[src/design/tpr_defs.vh]
`ifndef TPR_DEFS_VH
`define TPR_DEFS_VH

// Operation codes presented with each frame.
`define TPR_OP_NONE      2'h0
`define TPR_OP_ONE_STEP  2'h1
`define TPR_OP_TWO_STEP  2'h2
`define TPR_OP_RESERVED  2'h3

// Widths of the request and timestamp fields.
`define TPR_OP_W         2
`define TPR_TAG_W        16
`define TPR_OFS_W        16
`define TPR_TS_W         80
`define TPR_DATA_W       64
`define TPR_BYTES        8
`define TPR_BIDX_W       3

// Timestamp layouts: normal clock seconds and nanoseconds, transparent clock fields.
`define TPR_TS_SEC_HI    79
`define TPR_TS_SEC_LO    32
`define TPR_TS_NS_HI     31
`define TPR_TS_NS_LO     0
`define TPR_TC_SIGN      63
`define TPR_TC_NS_HI     62
`define TPR_TC_NS_LO     16
`define TPR_TC_FRAC_HI   15
`define TPR_TC_FRAC_LO   0
`define TPR_TC_W         64
`define TPR_TC_BYTES     8
`define TPR_NC_BYTES     10

// Reset values.
`define TPR_ZERO_TS      80'h0
`define TPR_ZERO_TAG     16'h0
`define TPR_ZERO_OFS     16'h0
`define TPR_ZERO_DATA    64'h0
`define TPR_ZERO_CSUM    16'h0

`endif

[src/design/tpr_tx_stamp.v]
`timescale 1ns/1ps
`include "tpr_defs.vh"

////////////////////////////////////////////////////////////////////////////////
// What this block does
// - Op code 00 takes no timestamp and passes the frame unchanged; 11 never used.
// - Op code 01 captures a timestamp and writes it into the frame.
// - Op code 10 captures a timestamp, returns it, frame left unaltered.
// - The tag input is ignored when no operation is selected.
// - One-step and two-step frames echo their tag beside the timestamp.
// - Timestamp is the timer value at start-of-packet, same layout as timer.
// - Checksum flag matters for one-step only; set means recompute UDP checksum.
// - Checksum offset counts bytes from destination address byte zero.
// - One-step timestamp goes at the timestamp offset; ignored otherwise.
// - In transparent clock mode the offset locates the correction field.
// - Normal clock 48s+32ns; transparent: sign, nanoseconds, fraction fields.
// - Timestamp-valid is raised while timestamp and tag are presented.
module tpr_tx_stamp
(
	input  wire                   i_clk_sys,        // Transmit clock, 100 MHz.
	input  wire                   i_resetn,         // Synchronous transmit path reset.
	input  wire                   i_tc_mode,        // High for transparent clock mode.
	input  wire [`TPR_TS_W-1:0]   i_timer,          // Transmit system timer.
	input  wire                   i_valid,          // Frame beat valid.
	input  wire                   i_sop,            // First beat of a frame.
	input  wire                   i_eop,            // Last beat of a frame.
	input  wire [`TPR_DATA_W-1:0] i_data,           // Beat data, byte 0 in low bits.
	input  wire [`TPR_OP_W-1:0]   i_frame_time_op_code, // Per-frame operation.
	input  wire [`TPR_TAG_W-1:0]  i_tag,            // Per-frame tag.
	input  wire                   i_upd_chksum,     // Recompute UDP checksum.
	input  wire [`TPR_OFS_W-1:0]  i_chksum_offset,  // Checksum byte position.
	input  wire [`TPR_OFS_W-1:0]  i_tstamp_offset,  // Timestamp byte position.
	output reg                    o_valid,          // Beat valid out.
	output reg                    o_sop,            // First beat out.
	output reg                    o_eop,            // Last beat out.
	output reg  [`TPR_DATA_W-1:0] o_data,           // Beat data out.
	output reg                    o_tstamp_valid,   // Returned timestamp valid.
	output reg  [`TPR_TS_W-1:0]   o_tstamp,         // Returned timestamp.
	output reg  [`TPR_TAG_W-1:0]  o_tstamp_tag      // Returned tag.
);

	////////////////////////////////////////////////////////////////////////////
	// Per-frame request held from start-of-packet.

	localparam ST_IDLE = 2'h0;
	localparam ST_PASS = 2'h1;
	localparam ST_ONE  = 2'h2;
	localparam ST_TWO  = 2'h3;

	reg  [1:0]            state_reg;
	reg  [1:0]            state_next;
	reg  [`TPR_TS_W-1:0]  ts_reg;
	reg  [`TPR_OFS_W-1:0] pos_reg;
	reg  [`TPR_OFS_W-1:0] ts_ofs_reg;
	reg  [`TPR_OFS_W-1:0] cs_ofs_reg;
	reg                   cs_en_reg;
	reg                   tc_reg;
	reg  [15:0]           csum_reg;

	wire                  sop_beat = i_valid & i_sop;
	wire [`TPR_OP_W-1:0]  op       = i_frame_time_op_code;

	// Request fields as seen on this beat: live at start-of-packet, held after.
	wire [1:0]            cur_state  = sop_beat ? state_next : state_reg;
	wire [`TPR_OFS_W-1:0] cur_pos    = sop_beat ? `TPR_ZERO_OFS : pos_reg;
	wire [`TPR_OFS_W-1:0] cur_ts_ofs = sop_beat ? i_tstamp_offset : ts_ofs_reg;
	wire [`TPR_OFS_W-1:0] cur_cs_ofs = sop_beat ? i_chksum_offset : cs_ofs_reg;
	wire                  cur_cs_en  = sop_beat ? i_upd_chksum : cs_en_reg;
	wire                  cur_tc     = sop_beat ? i_tc_mode : tc_reg;
	wire [`TPR_TS_W-1:0]  cur_ts     = sop_beat ? i_timer : ts_reg;

	// Decode the operation code; reserved code behaves as no operation.
	always @*
	begin
		case (op)
			`TPR_OP_NONE:     state_next = ST_PASS;
			`TPR_OP_ONE_STEP: state_next = ST_ONE;
			`TPR_OP_TWO_STEP: state_next = ST_TWO;
			default:          state_next = ST_PASS;
		endcase
	end

	////////////////////////////////////////////////////////////////////////////
	// Field to insert and its length.

	// Transparent clock writes the 64-bit correction form at the offset.
	wire [`TPR_TS_W-1:0] tc_field = {16'h0, cur_ts[`TPR_TC_W-1:0]};
	wire [`TPR_TS_W-1:0] ins_field = cur_tc ? tc_field : cur_ts;
	wire [3:0]           ins_len   = cur_tc ? 4'd`TPR_TC_BYTES : 4'd`TPR_NC_BYTES;

	wire [`TPR_DATA_W-1:0] patched;
	wire [`TPR_DATA_W-1:0] cs_patched;
	wire [15:0]            csum_sum;
	wire [15:0]            csum_live;

	// Lays the timestamp into the beat at the client's offset.
	tpr_byte_patch u_ts_patch
	(
		.i_beat      (i_data),
		.i_beat_pos  (cur_pos),
		.i_field_pos (cur_ts_ofs),
		.i_field_len (ins_len),
		.i_field     (ins_field),
		.o_beat      (patched)
	);

	// Accumulates how much the insertion moved the ones-complement sum.
	tpr_csum_fix u_csum
	(
		.i_sum (sop_beat ? `TPR_ZERO_CSUM : csum_reg),
		.i_old (i_data),
		.i_new (patched),
		.o_sum (csum_sum)
	);

	// Checksum field overwritten with the accumulated sum alone. The checksum field
	// must lie after the timestamp so the full delta is known when it passes.
	assign csum_live = csum_sum;

	tpr_byte_patch u_cs_patch
	(
		.i_beat      (patched),
		.i_beat_pos  (cur_pos),
		.i_field_pos (cur_cs_ofs),
		.i_field_len (4'h2),
		.i_field     ({64'h0, csum_live}),
		.o_beat      (cs_patched)
	);

	////////////////////////////////////////////////////////////////////////////
	// Frame path: one register stage in all modes.

	always @(posedge i_clk_sys)
	begin
		if (!i_resetn)
		begin
			state_reg  <= ST_IDLE;
			ts_reg     <= `TPR_ZERO_TS;
			pos_reg    <= `TPR_ZERO_OFS;
			ts_ofs_reg <= `TPR_ZERO_OFS;
			cs_ofs_reg <= `TPR_ZERO_OFS;
			cs_en_reg  <= 1'b0;
			tc_reg     <= 1'b0;
			csum_reg   <= `TPR_ZERO_CSUM;
			o_valid    <= 1'b0;
			o_sop      <= 1'b0;
			o_eop      <= 1'b0;
			o_data     <= `TPR_ZERO_DATA;
		end
		else
		begin
			o_valid <= i_valid;
			o_sop   <= sop_beat;
			o_eop   <= i_valid & i_eop;
			if (i_valid)
			begin
				if (cur_state == ST_ONE)
					o_data <= (cur_cs_en & ~cur_tc) | (cur_cs_en & cur_tc)
						? cs_patched : patched;
				else
					o_data <= i_data;
				pos_reg  <= cur_pos + 16'd`TPR_BYTES;
				csum_reg <= csum_sum;
			end
			if (sop_beat)
			begin
				// Request sampled once per frame at start-of-packet.
				state_reg  <= state_next;
				ts_reg     <= i_timer;
				ts_ofs_reg <= i_tstamp_offset;
				cs_ofs_reg <= i_chksum_offset;
				cs_en_reg  <= i_upd_chksum;
				tc_reg     <= i_tc_mode;
			end
			if (i_valid & i_eop)
				state_reg <= ST_IDLE;
		end
	end

	////////////////////////////////////////////////////////////////////////////
	// Timestamp return: one pulse per stamped frame at start-of-packet.

	// Timer is sampled on the start-of-packet beat, which is the capture plane.
	always @(posedge i_clk_sys)
	begin
		if (!i_resetn)
		begin
			o_tstamp_valid <= 1'b0;
			o_tstamp       <= `TPR_ZERO_TS;
			o_tstamp_tag   <= `TPR_ZERO_TAG;
		end
		else
		begin
			o_tstamp_valid <= 1'b0;
			if (sop_beat & ((op == `TPR_OP_ONE_STEP) | (op == `TPR_OP_TWO_STEP)))
			begin
				o_tstamp_valid <= 1'b1;
				o_tstamp       <= i_timer;
				o_tstamp_tag   <= i_tag;
			end
		end
	end

endmodule // tpr_tx_stamp

[src/design/tpr_byte_patch.v]
`timescale 1ns/1ps
`include "tpr_defs.vh"

// Overwrites the bytes of one data beat that fall inside a field window.
// The field is held most significant byte first, as it travels on the wire.
module tpr_byte_patch
(
	input  wire [`TPR_DATA_W-1:0] i_beat,      // Beat as it arrives.
	input  wire [`TPR_OFS_W-1:0]  i_beat_pos,  // Frame byte index of beat byte 0.
	input  wire [`TPR_OFS_W-1:0]  i_field_pos, // Frame byte index of first field byte.
	input  wire [3:0]             i_field_len, // Field length in bytes.
	input  wire [`TPR_TS_W-1:0]   i_field,     // Field, right aligned.
	output reg  [`TPR_DATA_W-1:0] o_beat       // Beat with the field laid in.
);

	integer k;
	reg [`TPR_OFS_W-1:0] rel;

	// Byte k of the beat takes field byte rel when rel lies in the window.
	always @*
	begin
		o_beat = i_beat;
		rel = `TPR_ZERO_OFS;
		for (k = 0; k < `TPR_BYTES; k = k + 1)
		begin
			rel = i_beat_pos + k[`TPR_OFS_W-1:0] - i_field_pos;
			if (rel < {12'h0, i_field_len})
				o_beat[k*8 +: 8] = i_field[(i_field_len - 1 - rel[3:0])*8 +: 8];
		end
	end

endmodule // tpr_byte_patch

[src/design/tpr_csum_fix.v]
`timescale 1ns/1ps
`include "tpr_defs.vh"

// Incremental ones-complement update of a checksum after words were replaced.
// Adding the new words and the complement of the old ones keeps the sum valid
// without a second pass over the frame, which a cut-through path cannot afford.
module tpr_csum_fix
(
	input  wire [15:0]             i_sum,   // Running partial sum.
	input  wire [`TPR_DATA_W-1:0]  i_old,   // Beat before patching.
	input  wire [`TPR_DATA_W-1:0]  i_new,   // Beat after patching.
	output wire [15:0]             o_sum    // Updated partial sum.
);

	// Ones-complement addition with end-around carry.
	function [15:0] oc_add;
		input [15:0] a;
		input [15:0] b;
		reg   [16:0] s;
		begin
			s = {1'b0, a} + {1'b0, b};
			oc_add = s[15:0] + {15'h0, s[16]};
		end
	endfunction

	wire [15:0] d0 = oc_add(i_new[15:0],  ~i_old[15:0]);
	wire [15:0] d1 = oc_add(i_new[31:16], ~i_old[31:16]);
	wire [15:0] d2 = oc_add(i_new[47:32], ~i_old[47:32]);
	wire [15:0] d3 = oc_add(i_new[63:48], ~i_old[63:48]);

	// Fold the four word differences into the running sum.
	assign o_sum = oc_add(oc_add(i_sum, oc_add(d0, d1)), oc_add(d2, d3));

endmodule // tpr_csum_fix

[config.mk]
export PLATFORM = sky130hd
export DESIGN_NAME = tpr_tx_stamp
export DESIGN_NICKNAME = d
export VERILOG_FILES = /design/src/design/tpr_tx_stamp.v /design/src/design/tpr_byte_patch.v /design/src/design/tpr_csum_fix.v
export VERILOG_INCLUDE_DIRS = /design/src /design/src/design
export SDC_FILE = /design/constraint.sdc
export NUM_CORES = 2
export LEC_CHECK = 0
export BUFFER_PORTS_ARGS = -buffer_cell sky130_fd_sc_hd__buf_2
export CAP_MARGIN = 20
export CORE_MARGIN = 2
export CORE_UTILIZATION = 45
export CTS_CLUSTER_DIAMETER = 120
export DETAILED_ROUTE_END_ITERATION = 8
export PLACE_DENSITY = 0.66
export SLEW_MARGIN = 20
export SYNTH_ARGS = -nofsm -noshare
export SYNTH_HDL_FRONTEND = slang
export SYNTH_SLANG_ARGS = --single-unit
[constraint.sdc]
create_clock -name i_clk_sys -period 20.9 [get_ports i_clk_sys]
set_input_delay 1.045 -clock i_clk_sys [delete_from_list [all_inputs] [get_ports i_clk_sys]]
set_output_delay 1.045 -clock i_clk_sys [all_outputs]
set_load 0.02 [all_outputs]
# == Word level (Yosys, flattened, before mapping) ==
# Index checks and enable logic that the tools add are counted.
# word_totals
in_bits,201
out_inout_bits,164
register_bits,312
elab_cells,151
# classes
n_mux,30
n_addsub,57
magnitude_cmp,16
eq_ne,3
shift,16
n_reduce_logical,1
bitwise,13
# op_table
operator,count
$shiftx 80x33->8,16
$sub 16x16->16,16
$sub 29x4->29,8
$mux 80,2
$add 16x16->17,8
$add 16x1->16,8
$lt 16x2->1 const B,8
$lt 16x4->1,8
$mux 64,2
$mux 8,16
$add 16x3->16 const B,4
$mux 16,4
$not 16->16,4
$sub 1x4->5 const A,8
$add 16x2->16 const B,2
$add 16x1->16 const B,1
$add 16x4->16 const B,1
$and 1x1->1,5
$sub 4x1->5 const B,1
$eq 2x2->1 const B,2
$mux 2,2
$pmux 2 s2,1
$mux 1,3
$eq 2x1->1 const B,1
other kinds (3),5

# == Longest topological paths before layout ==
# logic_depth
ltp_word,19
mapped_depth,95
mapped_depth_nobuf,86

# == Modules after synthesis ==
# Synthesis repeated with hierarchy kept, for this count alone.
# hier_totals
hier_cells,5320
area_unflattened_um2,41825.1
# by_module_without_submodules
mod,seq_area_each_um2,cells_each,n_inst,area_each_um2
tpr_tx_stamp,6246.0,1565,1,12667.1
tpr_byte_patch (u_cs_patch),0.0,1322,1,10580.1
tpr_byte_patch (u_ts_patch),0.0,1309,1,10482.6
tpr_csum_fix,0.0,1124,1,8095.3

# == Worst setup path after synthesis ==
# OpenSTA, ideal clock, no wires.
# synth_path
path_type,input-to-reg
start,in i_valid
end,reg o_data[54]
t_required_ns,20.759
stages,90
n_path_buf,10
setup_time_ns,0.141
t_arrival_ns,18.534
slack_ns,2.224
path_cell_list,buf_2 nand2_1 buf_2 buf_2 buf_2 clkbuf_1 clkbuf_1 clkbuf_1 mux2i_1 ha_1 clkbuf_1 a211oi_1 o211ai_1 o221a_2 o211ai_1 a21boi_0 or3_1 a2111o_1 [... 54 more ...] o21ai_1 a21o_1 and2_1 o21ai_0 a21boi_0 o21ai_0 nand2b_1 ha_1 ha_1 nand2_1 nor3_1 nand4b_1 nor4b_1 nand4b_1 xor2_1 a21oi_1 a221oi_1 a2111oi_2
# synth_via
elab_chain_len,19
# synth_lines
item,line,source
"start, declared",tpr_tx_stamp.v:24,"input wire i_valid,"
$and 1x1->1,tpr_tx_stamp.v:60,wire sop_beat = i_valid & i_sop;
$mux 16 or $mux 1 (tied branches),-,
"$add 16x1->16, or another cell as far along",tpr_byte_patch.v:26,rel = i_beat_pos + k[`TPR_OFS_W-1:0] - i_field_pos;
$sub 16x16->16 or $sub 4x1->5 (tied branches),"tpr_byte_patch.v:26, tpr_byte_patch.v:28",
$sub 29x4->29,tpr_byte_patch.v:28,o_beat[k*8 +: 8] = i_field[(i_field_len - 1 - rel[3:0])*8 +: 8];
$shiftx 80x33->8,tpr_byte_patch.v:28,
$mux 8,tpr_byte_patch.v:27,"if (rel < {12'h0, i_field_len})"
$add 16x16->17,tpr_csum_fix.v:21,"s = {1'b0, a} + {1'b0, b};"
[... 3 more ...],-,
$add 16x16->17,tpr_csum_fix.v:21,
$add 16x1->16,tpr_csum_fix.v:22,"oc_add = s[15:0] + {15'h0, s[16]};"
$add 16x16->17,tpr_csum_fix.v:21,
$add 16x1->16,tpr_csum_fix.v:22,
$shiftx 80x33->8,tpr_byte_patch.v:28,
$mux 8,tpr_byte_patch.v:27,
$mux 64,tpr_tx_stamp.v:159,? cs_patched : patched;
$mux 64,tpr_tx_stamp.v:157,if (cur_state == ST_ONE)
"end signal, assigned",tpr_tx_stamp.v:148,o_data <= `TPR_ZERO_DATA;
"end signal, assigned",tpr_tx_stamp.v:158,o_data <= (cur_cs_en & ~cur_tc) | (cur_cs_en & cur_tc)
"end signal, assigned",tpr_tx_stamp.v:161,o_data <= i_data;
"end, declared",tpr_tx_stamp.v:36,"output reg [`TPR_DATA_W-1:0] o_data,"
# Parallel ways exist; a longest one is shown, timed or not.
# A chain may end at the register's enable or synchronous reset.

# == Worst setup path in the final report ==
# layout_path
start,in i_sop
end,reg o_data[54]
# layout_via
elab_chain_len,19
# layout_lines
item,line,source
"start, declared",tpr_tx_stamp.v:25,"input wire i_sop,"
$and 1x1->1 (*),tpr_tx_stamp.v:60,
$mux 16 or $mux 1 (tied branches),-,
"$add 16x1->16, or another cell as far along",tpr_byte_patch.v:26,
$sub 16x16->16 or $sub 4x1->5 (tied branches),"tpr_byte_patch.v:26, tpr_byte_patch.v:28",
$sub 29x4->29,tpr_byte_patch.v:28,
$shiftx 80x33->8,tpr_byte_patch.v:28,
$mux 8,tpr_byte_patch.v:27,
$add 16x16->17,tpr_csum_fix.v:21,
[... 3 more ...],-,
$add 16x16->17,tpr_csum_fix.v:21,
$add 16x1->16,tpr_csum_fix.v:22,
$add 16x16->17,tpr_csum_fix.v:21,
$add 16x1->16,tpr_csum_fix.v:22,
$shiftx 80x33->8,tpr_byte_patch.v:28,
$mux 8,tpr_byte_patch.v:27,
$mux 64,tpr_tx_stamp.v:159,
$mux 64 (*),tpr_tx_stamp.v:157,
# Mark *: on every way between the ends. The rest lies on a longest branch, timed or not.

==> results.cfg <==
[yosys]
synth_area_per_cell_um2 = 7.667
postSynthCellCount = 5219
ys_types = 112
synth_warnings = 0
ys_seq_area_share_pct = 15.61
yosysMostFrequentCell = nor2_1
synthArstFlopShare_pct = 0
synthFlopType = dfxtp_1
syn_nets = 5841
synth_top_area_share_pct = 15.61
post-synth-top-area-cell = dfxtp_1
synth.area.top_cells = dfxtp_1, ha_1, mux2i_1
synth-edff-count = 0
syn-cell-area_um2 = 40010
synth_commonest_cells = nor2_1, ha_1, a21oi_1
synth-seq-cells = 312

[setup_path]
path_max_fanout = 16
cp.arrival_ps = 19960
slowest_stage = xnor2_1
rr_endpoint = o_data[54]
critPathRequiredTime_ps = 21320
r2r_start = pos_reg[4]
cpMostUsedCell = ha_1
r2r_slack_ps = 1600
cp-start-kind = input port
worstSetupPathType = in -> reg
slowest_delay_ps = 1100
worst_setup_path_end_kind = register
reg2reg_depth = 82

[sta]
rsz0062_at_grt = no
setup-tns-final_ps = 0
fmax_mhz = 51.18
drv_slew = 0
period_share_pct = 93.48
period_needed_ps = 19540
finalHoldWorstSlack_ps = 451.6
fin_skew_ps = 24.05
report.final.setup_viol = 0
finalHoldViolations = 0
slew_headroom_pct = 12.38
tightest_slew_ps = 1305

[placed_design]
gp_congestion = 1.086
dp_cells = 6630
port_buffers = 364
hpwlAfterDp_um = 146000

[floorplanning]
chipHeight_um = 302.2
die_w_um = 302.2
die-area_um2 = 91320
pin_count = 365
core_area_um2 = 88240
initial_core_util_pct = 45.35
rows = 109

[clock_network]
cts_resized = 0
ctsHoldBuffers = 0
tritoncts = yes
cts_made_buffers = 38
cts.clk_slew.worst_paths_ps = 70
clock-sinks = 312
cts_root_buffer = clkbuf_16
clk_latency_ps = 590
cts_max_path_buffers = 3
h-tree-depth = 2
postCtsSetupRepairBufs = 0

[layout]
fin_cells = 6706
fin_nets = 6127
drive_gt1_share_pct = 13.42
fin_util_pct = 50.57
fill_cells = 8721
area_delta_synth_final_pct = 11.52

[global_route]
grt_max_degree = 94
grt_antenna_before_repair = 10
grt_pass1_wl_um = 259800
first_global_vias = 40118
grt_overflow = 0
grt_util_all_layers_pct = 38.07

[detailed_routing]
drtPass1Iterations = 7
wl_per_cell_um = 27.03
drc_errors = 0
via_per_inst = 6.475
wl_um = 181300
final_antenna_net_count = 0
vias = 43421
drt_iter0_drc = 4794

[outcome]
status = complete, no violations

[pwr]
p_total_mw = 5.642
total_leakage_power_nw = 20.22
ir_worst_vdd_uv = 220.5
power_density_nw_per_um2 = 126.4

[job]
drv_cap = 0

[hold_path]
hold_path_class = reg -> reg
hold_end = o_tstamp[31]
worstHoldPathCells = 2
hold_start = o_tstamp[31]
[per-layer routing]
layer	part of all wire, %	global-route usage, %	up-vias	wire, µm
li1	-	-	20072	-
met1	39	45.98	20581	70430
met2	43	59.18	2179	78110
met3	8.6	7.462	581	15610
met4	9.4	30.17	8	17080
met5	0.025	0	-	46
[through the flow]
stage	setup WS [ps]	area (µm²)
after floorplan	2224	40010
after global placement	1377	43190
after detailed placement	1097	43190
after CTS	1675	44610
after global routing	84.38	44620
final	1362	44620
[critical path: cells and delay by family]
kind	cells	cell delay (ps)
adder cells (fa/ha/maj)	15	4650
buffers and inverters	4	720
multiplexers	1	170
AND/OR/NAND/NOR	25	4720
AO/OA/AOI/OAI	35	6710
XOR/XNOR	4	1830
[worst max path at each step]
stage,startpoint,end,slack (ps),depth (start not counted)
floorplan,i_valid,o_data[54],2220,90
detailed placement,i_sop,o_data[54],1100,85
finish,i_sop,o_data[54],1360,84
CTS,i_sop,o_data[54],1680,85
global placement,i_sop,o_data[54],1380,85
global route,i_sop,o_data[54],80,85
[cells by family after synthesis]
group	count (synthesis)	share of synthesized area, %
flip-flops	312	15.61
XOR/XNOR	379	8.521
AND/OR/NAND/NOR	1765	22.38
adder cells (fa/ha/maj)	421	13.45
multiplexers	328	9.240
AO/OA/AOI/OAI	1556	26.32
buffers and inverters	458	4.487
[layout by cell type, fill, tap and decap left out, types with 41 or more instances in the layout]
cell	netlist	routed
or2_2	56	56
xnor2_1	217	217
nor3_1	149	148
nand2_1	373	372
and2_1	58	57
xor2_1	155	155
nand2b_1	68	67
dfxtp_1	312	312
o22ai_1	59	59
o21ai_0	262	261
mux2i_1	258	256
a21oi_1	386	385
o21a_1	68	67
ha_1	406	405
a211oi_1	78	78
a21o_1	102	102
buf_2	22	363
buf_4	1	86
a31oi_1	59	59
o21bai_1	49	49
o211ai_1	49	49
or3_1	54	54
nand4_1	52	52
a22o_1	41	41
and3_1	47	47
nor2_1	508	504
nor2b_1	68	68
inv_1	251	251
nand3_1	125	125
[power by group]
part | leakage [nW] | switching, mW | internal (mW)
registers | 2.56 | 0.0263 | 0.637
clock network | 0.673 | 0.313 | 0.449
logic | 17.0 | 2.76 | 1.46
[layout make-up]
type / instances / area [µm²] / share of cell area (%)
Clock inverter: 27 / 422.9 / 0.9477
Tap cell: 1165 / 1458 / 3.267
Sequential cell: 312 / 6246 / 14.00
Multi-Input combinational cell: 4449 / 32060 / 71.85
Clock buffer: 43 / 989.7 / 2.218
Inverter: 255 / 967.2 / 2.167
Antenna cell: 6 / 15.01 / 0.03365
Timing Repair Buffer: 449 / 2462 / 5.518
(Power assumes the default switching activity.)
